<file path="src/verilog/osfm_pkg.sv">
package osfm_pkg;
   // Register offsets of the multiplier bytes
   localparam logic [7:0] REG_FRAC_B0 = 8'h05;
   localparam logic [7:0] REG_FRAC_B1 = 8'h06;
   localparam logic [7:0] REG_FRAC_B2 = 8'h07;
   localparam logic [7:0] REG_INT_LO = 8'h08;
   localparam logic [7:0] REG_INT_HI = 8'h09;
   // Multiplier layout: integer 9 bits, fraction 29 bits
   localparam int MULT_INT_W = 9;
   localparam int MULT_FRAC_W = 29;
   localparam int MULT_W = MULT_INT_W + MULT_FRAC_W;
   localparam int INT_LO_BITS = 3;
   localparam int FRAC_HI_BITS = 5;
   localparam int INT_HI_BITS = 6;
   // Bus address on the serial port, arbitrary value
   localparam logic [6:0] DEV_ADDR = 7'h55;
   // Factory start-up multiplier (74 + 0x097C65D3 / 2^29)
   localparam logic [37:0] RESET_MULT = 38'h09497C65D3;
   // Legal multiplier window, same fixed point
   localparam logic [37:0] MULT_MIN = 38'h08214D0215;
   localparam logic [37:0] MULT_MAX = 38'h09C590400A;
   // Crystal and VCO limits in Hz
   localparam logic [31:0] XO_HZ = 32'h01E7F9E0;
   localparam logic [31:0] VCO_MIN_HZ = 32'h7BFA4800;
   localparam logic [31:0] VCO_MAX_HZ = 32'h9502F900;
   // Settling after a small retune
   localparam int CLK_MHZ = 40;
   localparam int SETTLE_US = 100;
   localparam logic [11:0] SETTLE_CYCLES = 12'(SETTLE_US * CLK_MHZ);
   // Serial divider length
   localparam logic [5:0] DIV_STEPS = 6'h20;
   // Serial-port slave states
   typedef enum logic [2:0] {
      OSFM_IDLE, OSFM_ADDR, OSFM_ACK_ADDR, OSFM_WDATA, OSFM_ACK_WR, OSFM_RDATA, OSFM_ACK_RD
   } osfm_state_t;
endpackage : osfm_pkg

</file>
<file path="src/verilog/osfm_divider.sv">
`timescale 1ns/10ps
`default_nettype none
module osfm_divider (
   input wire logic clock,
   input wire logic rst_b,
   input wire logic start,
   input wire logic [31:0] dividend,
   input wire logic [9:0] divisor,
   output logic [31:0] quotient,
   output logic busy
);
   import osfm_pkg::*;

   logic [31:0] dvd;
   logic [10:0] rem;
   logic [5:0] steps;
   logic [10:0] trial;

   // One quotient bit per clock, restoring style
   assign trial = {rem[9:0], dvd[31]};

   // Sequencer; a restart abandons any division in flight
   always_ff @(posedge clock) begin
      if (!rst_b) begin
         dvd <= 32'h00000000;
         rem <= 11'h000;
         steps <= 6'h00;
         busy <= 1'b0;
         quotient <= 32'h00000000;
      end else if (start) begin
         dvd <= dividend;
         rem <= 11'h000;
         steps <= DIV_STEPS;
         busy <= (divisor != 10'h000);
         quotient <= 32'h00000000; // Zero divisor gives zero, no hang
      end else if (busy) begin
         dvd <= {dvd[30:0], (trial >= {1'b0, divisor})};
         rem <= (trial >= {1'b0, divisor}) ? trial - {1'b0, divisor} : trial;
         steps <= steps - 6'h01;
         if (steps == 6'h01) begin
            busy <= 1'b0;
            quotient <= {dvd[30:0], (trial >= {1'b0, divisor})};
         end
      end
   end
endmodule : osfm_divider
`default_nettype wire

</file>
<file path="src/verilog/osfm_top.sv">
`timescale 1ns/10ps
`default_nettype none
module osfm_top (
   input wire logic clock,
   input wire logic rst_b,
   input wire logic scl,
   input wire logic sda_in,
   output logic sda_out,
   output logic sda_oe_b,
   input wire logic [9:0] high_speed_divider,
   input wire logic [2:0] low_speed_divider,
   output logic [osfm_pkg::MULT_W-1:0] synth_mult,
   output logic [31:0] vco_frequency,
   output logic [31:0] out_freq_hz,
   output logic freq_valid,
   output logic freq_settled,
   output logic mult_in_range,
   output logic vco_in_range,
   output logic update_pending
);
   import osfm_pkg::*;

   osfm_state_t state;
   logic scl_prev, sda_prev, start_cond, stop_cond, scl_rise, scl_fall, byte_done;
   logic first_byte, is_read, master_ack, wr_stb, commit;
   logic calc_start, calc_arm, div_busy, div_busy_prev;
   logic [3:0] bit_cnt;
   logic [7:0] shift_in, shift_out, pointer, wr_addr, wr_data, rd_data;
   logic [7:0] stage_b0, stage_b1, stage_b2, stage_b3;
   logic [11:0] settle_cnt;
   logic [62:0] vco_product;
   logic [31:0] div_quot;

   // Bus edges; pins are already in the clock domain
   assign start_cond = scl && sda_prev && !sda_in;
   assign stop_cond = scl && !sda_prev && sda_in;
   assign scl_rise = scl && !scl_prev;
   assign scl_fall = !scl && scl_prev;
   assign byte_done = scl_fall && (bit_cnt == 4'h8);

   always_ff @(posedge clock) begin
      if (!rst_b) begin
         scl_prev <= 1'b1;
         sda_prev <= 1'b1;
      end else begin
         scl_prev <= scl;
         sda_prev <= sda_in;
      end
   end

   // Open-drain: only ever pulls low, enable low while pulling
   assign sda_out = 1'b0;
   assign sda_oe_b = !((state == OSFM_ACK_ADDR) || (state == OSFM_ACK_WR) ||
                       ((state == OSFM_RDATA) && !shift_out[7]));

   // Serial-port slave: address, register pointer, then data bytes
   always_ff @(posedge clock) begin
      if (!rst_b) begin
         state <= OSFM_IDLE;
         bit_cnt <= 4'h0;
         shift_in <= 8'h00;
         shift_out <= 8'hFF;
         pointer <= 8'h00;
         first_byte <= 1'b0;
         is_read <= 1'b0;
         master_ack <= 1'b0;
      end else if (start_cond) begin
         state <= OSFM_ADDR; // Repeated start keeps the pointer
         bit_cnt <= 4'h0;
         shift_out <= 8'hFF;
      end else if (stop_cond) begin
         state <= OSFM_IDLE;
         shift_out <= 8'hFF;
      end else begin
         if (scl_rise && (bit_cnt != 4'h8)) begin
            shift_in <= {shift_in[6:0], sda_in};
            bit_cnt <= bit_cnt + 4'h1;
         end
         case (state)
            OSFM_ADDR: begin
               if (byte_done) begin
                  if (shift_in[7:1] == DEV_ADDR) begin
                     state <= OSFM_ACK_ADDR;
                     is_read <= shift_in[0];
                     first_byte <= 1'b1;
                  end else begin
                     state <= OSFM_IDLE; // Not ours; wait for next start
                  end
               end
            end
            OSFM_ACK_ADDR: begin
               if (scl_fall) begin
                  bit_cnt <= 4'h0;
                  if (is_read) begin
                     state <= OSFM_RDATA;
                     shift_out <= rd_data;
                  end else begin
                     state <= OSFM_WDATA;
                  end
               end
            end
            OSFM_WDATA: begin
               if (byte_done) begin
                  state <= OSFM_ACK_WR;
                  first_byte <= 1'b0;
                  if (first_byte) begin
                     pointer <= shift_in;
                  end else begin
                     pointer <= pointer + 8'h01; // Burst walks 5..9 in order
                  end
               end
            end
            OSFM_ACK_WR: begin
               if (scl_fall) begin
                  state <= OSFM_WDATA;
                  bit_cnt <= 4'h0;
               end
            end
            OSFM_RDATA: begin
               if (byte_done) begin
                  state <= OSFM_ACK_RD;
                  shift_out <= 8'hFF;
                  pointer <= pointer + 8'h01;
               end else if (scl_fall) begin
                  shift_out <= {shift_out[6:0], 1'b1};
               end
            end
            OSFM_ACK_RD: begin
               if (scl_rise) begin
                  master_ack <= !sda_in;
               end
               if (scl_fall) begin
                  bit_cnt <= 4'h0;
                  if (master_ack) begin
                     state <= OSFM_RDATA;
                     shift_out <= rd_data;
                  end else begin
                     state <= OSFM_IDLE; // Nack ends the read
                  end
               end
            end
            default: begin
               state <= OSFM_IDLE;
            end
         endcase
      end
   end

   // Register write strobe, one cycle, after the pointer byte
   always_ff @(posedge clock) begin
      if (!rst_b) begin
         wr_stb <= 1'b0;
         wr_addr <= 8'h00;
         wr_data <= 8'h00;
      end else begin
         wr_stb <= (state == OSFM_WDATA) && byte_done && !first_byte && !start_cond && !stop_cond;
         wr_addr <= pointer;
         wr_data <= shift_in;
      end
   end

   assign commit = wr_stb && (wr_addr == REG_INT_HI);
   // Read map; register 9 reads the upper six live integer bits, top two read zero
   always_comb begin
      case (pointer)
         REG_FRAC_B0: rd_data = stage_b0;
         REG_FRAC_B1: rd_data = stage_b1;
         REG_FRAC_B2: rd_data = stage_b2;
         REG_INT_LO: rd_data = stage_b3;
         REG_INT_HI: rd_data = {2'b00, synth_mult[MULT_W-1 -: INT_HI_BITS]};
         default: rd_data = 8'h00;
      endcase
   end
   // Staging bytes; the synthesizer never sees a half-written value
   always_ff @(posedge clock) begin
      if (!rst_b) begin
         stage_b0 <= RESET_MULT[7:0];
         stage_b1 <= RESET_MULT[15:8];
         stage_b2 <= RESET_MULT[23:16];
         stage_b3 <= RESET_MULT[31:24];
      end else if (wr_stb) begin
         case (wr_addr)
            REG_FRAC_B0: stage_b0 <= wr_data;
            REG_FRAC_B1: stage_b1 <= wr_data;
            REG_FRAC_B2: stage_b2 <= wr_data;
            REG_INT_LO: stage_b3 <= wr_data;
            default: ;
         endcase
      end
   end

   // Pending flag: a staged byte (registers 5..8) was written since the last commit
   always_ff @(posedge clock) begin
      if (!rst_b) begin
         update_pending <= 1'b0;
      end else if (commit) begin
         update_pending <= 1'b0;
      end else if (wr_stb && (wr_addr >= REG_FRAC_B0) && (wr_addr < REG_INT_HI)) begin
         update_pending <= 1'b1;
      end
   end

   // Atomic transfer of all 38 bits; one step, so no mixed old/new value
   always_ff @(posedge clock) begin
      if (!rst_b) begin
         synth_mult <= RESET_MULT;
      end else if (commit) begin
         synth_mult <= {wr_data[INT_HI_BITS-1:0], stage_b3, stage_b2, stage_b1, stage_b0};
      end
   end

   // Range flags; software is expected to stay inside, we only report
   assign mult_in_range = (synth_mult >= MULT_MIN) && (synth_mult <= MULT_MAX);
   assign vco_in_range = (vco_frequency >= VCO_MIN_HZ) && (vco_frequency <= VCO_MAX_HZ);

   // VCO = crystal x multiplier, fraction dropped after the product
   assign vco_product = 63'(XO_HZ) * 63'(synth_mult);
   always_ff @(posedge clock) begin
      if (!rst_b) begin
         vco_frequency <= 32'h00000000;
      end else begin
         vco_frequency <= vco_product[MULT_FRAC_W +: 32];
      end
   end

   // Settle timer restarts on every commit; the output may still drift until done
   always_ff @(posedge clock) begin
      if (!rst_b) begin
         settle_cnt <= 12'h000;
         freq_settled <= 1'b1;
      end else if (commit) begin
         settle_cnt <= SETTLE_CYCLES;
         freq_settled <= 1'b0;
      end else if (settle_cnt != 12'h000) begin
         settle_cnt <= settle_cnt - 12'h001;
         freq_settled <= (settle_cnt == 12'h001);
      end
   end

   // Recompute the output rate after reset and after each commit;
   // divider inputs are straps; low_speed_divider is read only at the start, high_speed_divider on every divide step
   always_ff @(posedge clock) begin
      if (!rst_b) begin
         calc_arm <= 1'b1;
         calc_start <= 1'b0;
      end else begin
         calc_start <= calc_arm; // Waits one cycle for vco_frequency
         calc_arm <= commit;
      end
   end

   osfm_divider u_div (
      .clock(clock),
      .rst_b(rst_b),
      .start(calc_start),
      .dividend(vco_frequency >> low_speed_divider),
      .divisor(high_speed_divider),
      .quotient(div_quot),
      .busy(div_busy)
   );

   // Output frequency result and its valid flag
   always_ff @(posedge clock) begin
      if (!rst_b) begin
         div_busy_prev <= 1'b0;
         out_freq_hz <= 32'h00000000;
         freq_valid <= 1'b0;
      end else begin
         div_busy_prev <= div_busy;
         if (calc_start || calc_arm) begin
            freq_valid <= 1'b0;
         end else if (!div_busy && (div_busy_prev || !freq_valid)) begin
            out_freq_hz <= div_quot;
            freq_valid <= 1'b1;
         end
      end
   end
endmodule : osfm_top
`default_nettype wire

</file>
<file path="config.mk">
export PLATFORM = sky130hd
export DESIGN_NAME = osfm_top
export DESIGN_NICKNAME = d
export VERILOG_FILES = /design/src/verilog/osfm_pkg.sv /design/src/verilog/osfm_divider.sv /design/src/verilog/osfm_top.sv
export SDC_FILE = /design/constraint.sdc
export NUM_CORES = 2
export LEC_CHECK = 0
export ABC_AREA = 1
export BUFFER_PORTS_ARGS = -buffer_cell sky130_fd_sc_hd__buf_2
export CORE_ASPECT_RATIO = 1.75
export CORE_UTILIZATION = 45
export DETAILED_ROUTE_END_ITERATION = 8
export SLEW_MARGIN = 20
export SYNTH_ARGS = -nofsm -noshare
export SYNTH_HDL_FRONTEND = slang
export SYNTH_SLANG_ARGS = --single-unit
export TNS_END_PERCENT = 10
</file>
<file path="constraint.sdc">
create_clock -name clock -period 6.3 [get_ports clock]
set_clock_uncertainty 0.15 [all_clocks]
set_input_delay 1.26 -clock clock [delete_from_list [all_inputs] [get_ports clock]]
set_output_delay 1.26 -clock clock [all_outputs]
set_load 0.05 [all_outputs]
</file>
==> results.md <==
- Status: finished, final reports clean
- Register area: 5781 um^2
- Mux contribution to synthesized area: less than 1%
- CTS root buf: clkbuf_16
- Area of the multi-input gates: 20790 um^2
- Vias in the first global route: 27310
- Routed WL: 101800 um
- Final hold violation count: 0
- Area fraction in compound gates after synthesis: between 10% and 20%
- Remaining DRCs: 0
- Slew HR: 31.91%
- Finished Layout Cells: just over 5000
- Final-layout worst hold slack: a little under 300 ps
- Avg WL per Cell: 19.92 um
- Tightest Pin Transition: 1011 ps
- Final Slew Violations: 0
- Share of cells above drive strength 1: between 10 and 15%
- Internal cell power: 3.133 mW
- ANT nets after route: 0
- Dpl hpwl: 87070 um
- CP Data Arrival Time: 6460 ps
- Psw: approximately 1.4 mW
- Synth Cell Area: slightly above 30000 um^2
- Yosys warnings: 0
- Sequential share of power: a little over two fifths
- Worst endpoint required time: 6640 ps
- Post-synthesis simple-gate area fraction: roughly 17%
- Leakage Power: approximately 18 nW
- CP max stage cell: fa_1
- Worst vdd ir: 227.9 uV
- Insertion delay of the later-clocked pin in the worst-skew pair: around 600 ps
- Logic pwr share: between 10 and 15%
- Clock tree buffer depth: 3
- Sequential area share after synthesis: 18.82%
- Die area: approximately 69000 um^2
- Total chip power: 4.532 mW
- Post-Synth Adder-Cell Area: 38.75%
- Starting DRC count in detailed routing: roughly 1100
- Cell area power density: approximately 130 nW/um^2
- Via count: roughly 26000
- Switching Fraction: 30.88%
- CP startpoint: synth_mult[1]
- Initial antenna violation count: 1
- Drt pass-1 iters: 7
- I/O Buffers: 124
- Reg2reg setup slack: roughly 180 ps
- Final Setup Violations: 0
- Period minus WS final: 6117 ps
- EDFF count, synth: 0
- Post-synthesis register bit count: 286
- Fill cell count: 6583
- Crit path capture type: register
- Top cell by count, worst path: fa_1
- Area of the core: ~67000 um^2
- Syn_nets: 4667
- Part of the power in the clock network: 42.1%
- CP Launch Type: register
- First-pass GRT wire length: about 160000 um
- # diodes: 0
- Total CTS buffers: 30
- Overflow after GRT: 0
- Fin util: 51.94%
- Cells after Synth: 3959
- Cells along the critical path: inv_1 > fa_1 > fa_1 > fa_1 > inv_1 > fa_1 > fa_1 > fa_1 > inv_1 > fa_1 > inv_1 > ha_1 > nand2_1 > nor2_1 > buf_4 > nand2_1 > nand2_1 > nand2_1 > nand2_1 > o21a_1 > nor3_1
- Die W: ~200 um
- Fin crit share: 97.10%
- Gp weighted congestion: 1.016
- Area share of xor/xnor cells in the synthesized design: 0.4606%
- Bufs and invs on worst path: 5
- Row count: between 100 and 150
- CP peak stage delay: about 570 ps
- CTS sink count: 286
- Worst-path clk slew: 70 ps
- Kind of cell adding the most delay to the critical path: adder cells
- RSZ-0062 raised after global routing: yes
- Dpl ws: -67.84 ps
- Max Fclk: 163.5 MHz
- Post-CTS Hold Buffers: 0
- Average cell area after synthesis: 7.685 um^2
- Hold Crit Class: reg2reg
- Largest net degree at the start of global routing: 70
- Asr flop ratio synth: 0%
- Worst-path fanout max: 4
- Cell variety after synth: 57
- Top_reg_cell synth: dfxtp_1
- Initial Util: a little under half
- Io pins: roughly 130
- Area delta synth->final: 13.74%
- Vias per cell: 5.047
- Final worst slack: 182.9 ps
- Max-cap viol count: 0
- Crit Path Class: reg2reg
- H-tree depth: 1
- Final nets: 4905
- Hold_sp: out_freq_hz[6]
- TritonCTS clock tree: built
- Global Route Usage Sum: between 30% and 40%
- Cells after DPL: 5053
- Combinational family with the most area after synthesis: adder cells
- Die Y: 346.0 um
- Worst r2r src: synth_mult[1]
flip-flops by register name (all words and copies together), names as in the netlist, 3 cells and up:
name / count
synth_mult: 38
out_freq_hz: 32
u_div.dvd: 32
u_div.quotient: 32
vco_frequency: 32
settle_cnt: 12
u_div.rem: 10
pointer: 8
shift_in: 8
shift_out: 8
stage_b0: 8
stage_b1: 8
stage_b2: 8
stage_b3: 8
wr_addr: 8
wr_data: 8
u_div.steps: 6
bit_cnt: 4
state: 3
power by group through the flow:
stage	Clock (mW)	Combinational [mW]	Sequential, mW
final	1.91	0.657	1.97
after global routing	2.01	0.739	1.98
after global placement	0	0.649	2.01
after detailed placement	0	0.653	2.01
after CTS	1.94	0.655	1.97
after floorplan	0	0.428	2.07
cell usage after synthesis, types with 3 or more instances:
cell type / instances / share of area, %
ha_1: 272 / 11
fa_1: 419 / 28
nor3_1: 32 / 0.53
a21boi_0: 4 / 0.099
xor2_1: 7 / 0.20
xnor2_1: 9 / 0.26
clkbuf_1: 38 / 0.47
o22ai_2: 10 / 0.41
o22ai_1: 14 / 0.29
nand2_1: 813 / 10
nor3b_1: 3 / 0.074
or2_2: 3 / 0.062
o21a_1: 5 / 0.12
nand3b_1: 15 / 0.37
o21bai_1: 6 / 0.15
nand4_1: 22 / 0.45
inv_1: 1024 / 13
o21ai_0: 189 / 3.1
buf_2: 25 / 0.41
nor4_1: 12 / 0.25
a221oi_1: 3 / 0.086
and2_1: 5 / 0.10
nor2_1: 248 / 3.1
buf_4: 5 / 0.12
a211oi_1: 6 / 0.15
o211ai_1: 48 / 1.2
a22o_1: 5 / 0.14
nand3_1: 119 / 2.0
clkinv_1: 4 / 0.049
inv_2: 5 / 0.062
a41oi_1: 3 / 0.086
nor2_4: 5 / 0.19
a21oi_1: 233 / 3.8
dfxtp_1: 286 / 19
buf_1: 11 / 0.14
a31oi_1: 14 / 0.29
buf_6: 5 / 0.19
o21ai_1: 3 / 0.049
a22oi_1: 5 / 0.12
repair_timing:
item / in CTS / in global routing
pin swaps: 0 / 16
gates resized for setup: 8 / 113
setup buffers: 0 / 1
endpoints found under the setup margin: 7 / 32
tightest hold or removal path, stage by stage (launching register included):
cell and delay, ps:
dfxtp_1 310, inv_1 40, a21oi_1 50
path summary, 6_finish.rpt:
check | endpoint | depth (start not counted)
worst max-delay path | vco_frequency[4] | 21
worst min-delay path | out_freq_hz[6] | 2
worst min register to register | out_freq_hz[6] | 2
worst max register to register | vco_frequency[4] | 21
cell usage in the layout (no fill, tap or decap), drive strengths merged, types with 2 or more instances in the layout:
| cell type | Yosys | layout |
|---|---|---|
| nor2 | 253 | 253 |
| mux2i | 2 | 2 |
| nand2 | 816 | 816 |
| o21a | 5 | 5 |
| o22ai | 24 | 24 |
| and2 | 5 | 5 |
| a21oi | 233 | 233 |
| or2 | 5 | 5 |
| inv | 1030 | 1035 |
| fa | 419 | 419 |
| nor3 | 32 | 32 |
| xor2 | 7 | 7 |
| dfxtp | 286 | 286 |
| a211oi | 6 | 6 |
| a221oi | 3 | 3 |
| ha | 272 | 272 |
| xnor2 | 9 | 9 |
| a22o | 5 | 5 |
| clkbuf | 38 | 36 |
| clkinvlp | 0 | 3 |
| o21bai | 6 | 6 |
| nand3b | 15 | 15 |
| a31oi | 14 | 14 |
| clkinv | 4 | 13 |
| nor4 | 13 | 13 |
| a41oi | 3 | 3 |
| buf | 46 | 290 |
| nand3 | 120 | 120 |
| a311oi | 2 | 2 |
| nand4 | 22 | 22 |
| bufinv | 0 | 3 |
| o21ai | 193 | 193 |
| o211ai | 48 | 48 |
| a21boi | 4 | 4 |
| a22oi | 5 | 5 |
| o31ai | 2 | 2 |
| nor3b | 3 | 3 |
| a32oi | 2 | 2 |
per-layer routing:
metal	vias to the layer above	GRT usage (%)	wire length [um]	share of wire, %
li1	12490	-	-	-
met1	12270	31.16	36110	35
met2	710	56.53	53220	52
met3	321	3.000	3858	3.8
met4	0	21.08	8578	8.4
met5	-	0	0	0
through the flow:
step                TNS, ps  area [um^2]
floorplan            -27.19        30430
global placement     -266.6        33140
detailed placement   -150.6        33140
CTS                 -0.7541        34180
global route         -125.3        34610
finish                    0        34610
final cells by class:
| cell class | count | share of cell area, % |
|---|---|---|
| Multi-Input combinational cell | 2555 | 60.07 |
| Sequential cell | 286 | 16.70 |
| Inverter | 1034 | 11.22 |
| Timing Repair Buffer | 290 | 5.806 |
| Tap cell | 889 | 3.214 |
| Clock buffer | 36 | 2.321 |
| Clock inverter | 20 | 0.6580 |
kinds of logic (layout without fill, tap and decap cells):
group                    after synthesis  in the layout
XOR/XNOR                              16             16
AO/OA/AOI/OAI                        559            559
other                                  1              1
AND/OR/NAND/NOR                     1286           1286
flip-flops                           286            286
adder cells (fa/ha/maj)              691            691
multiplexers                           2              2
buffers and inverters               1118           1380
No activity file was read; power rests on OpenSTA's default activity.
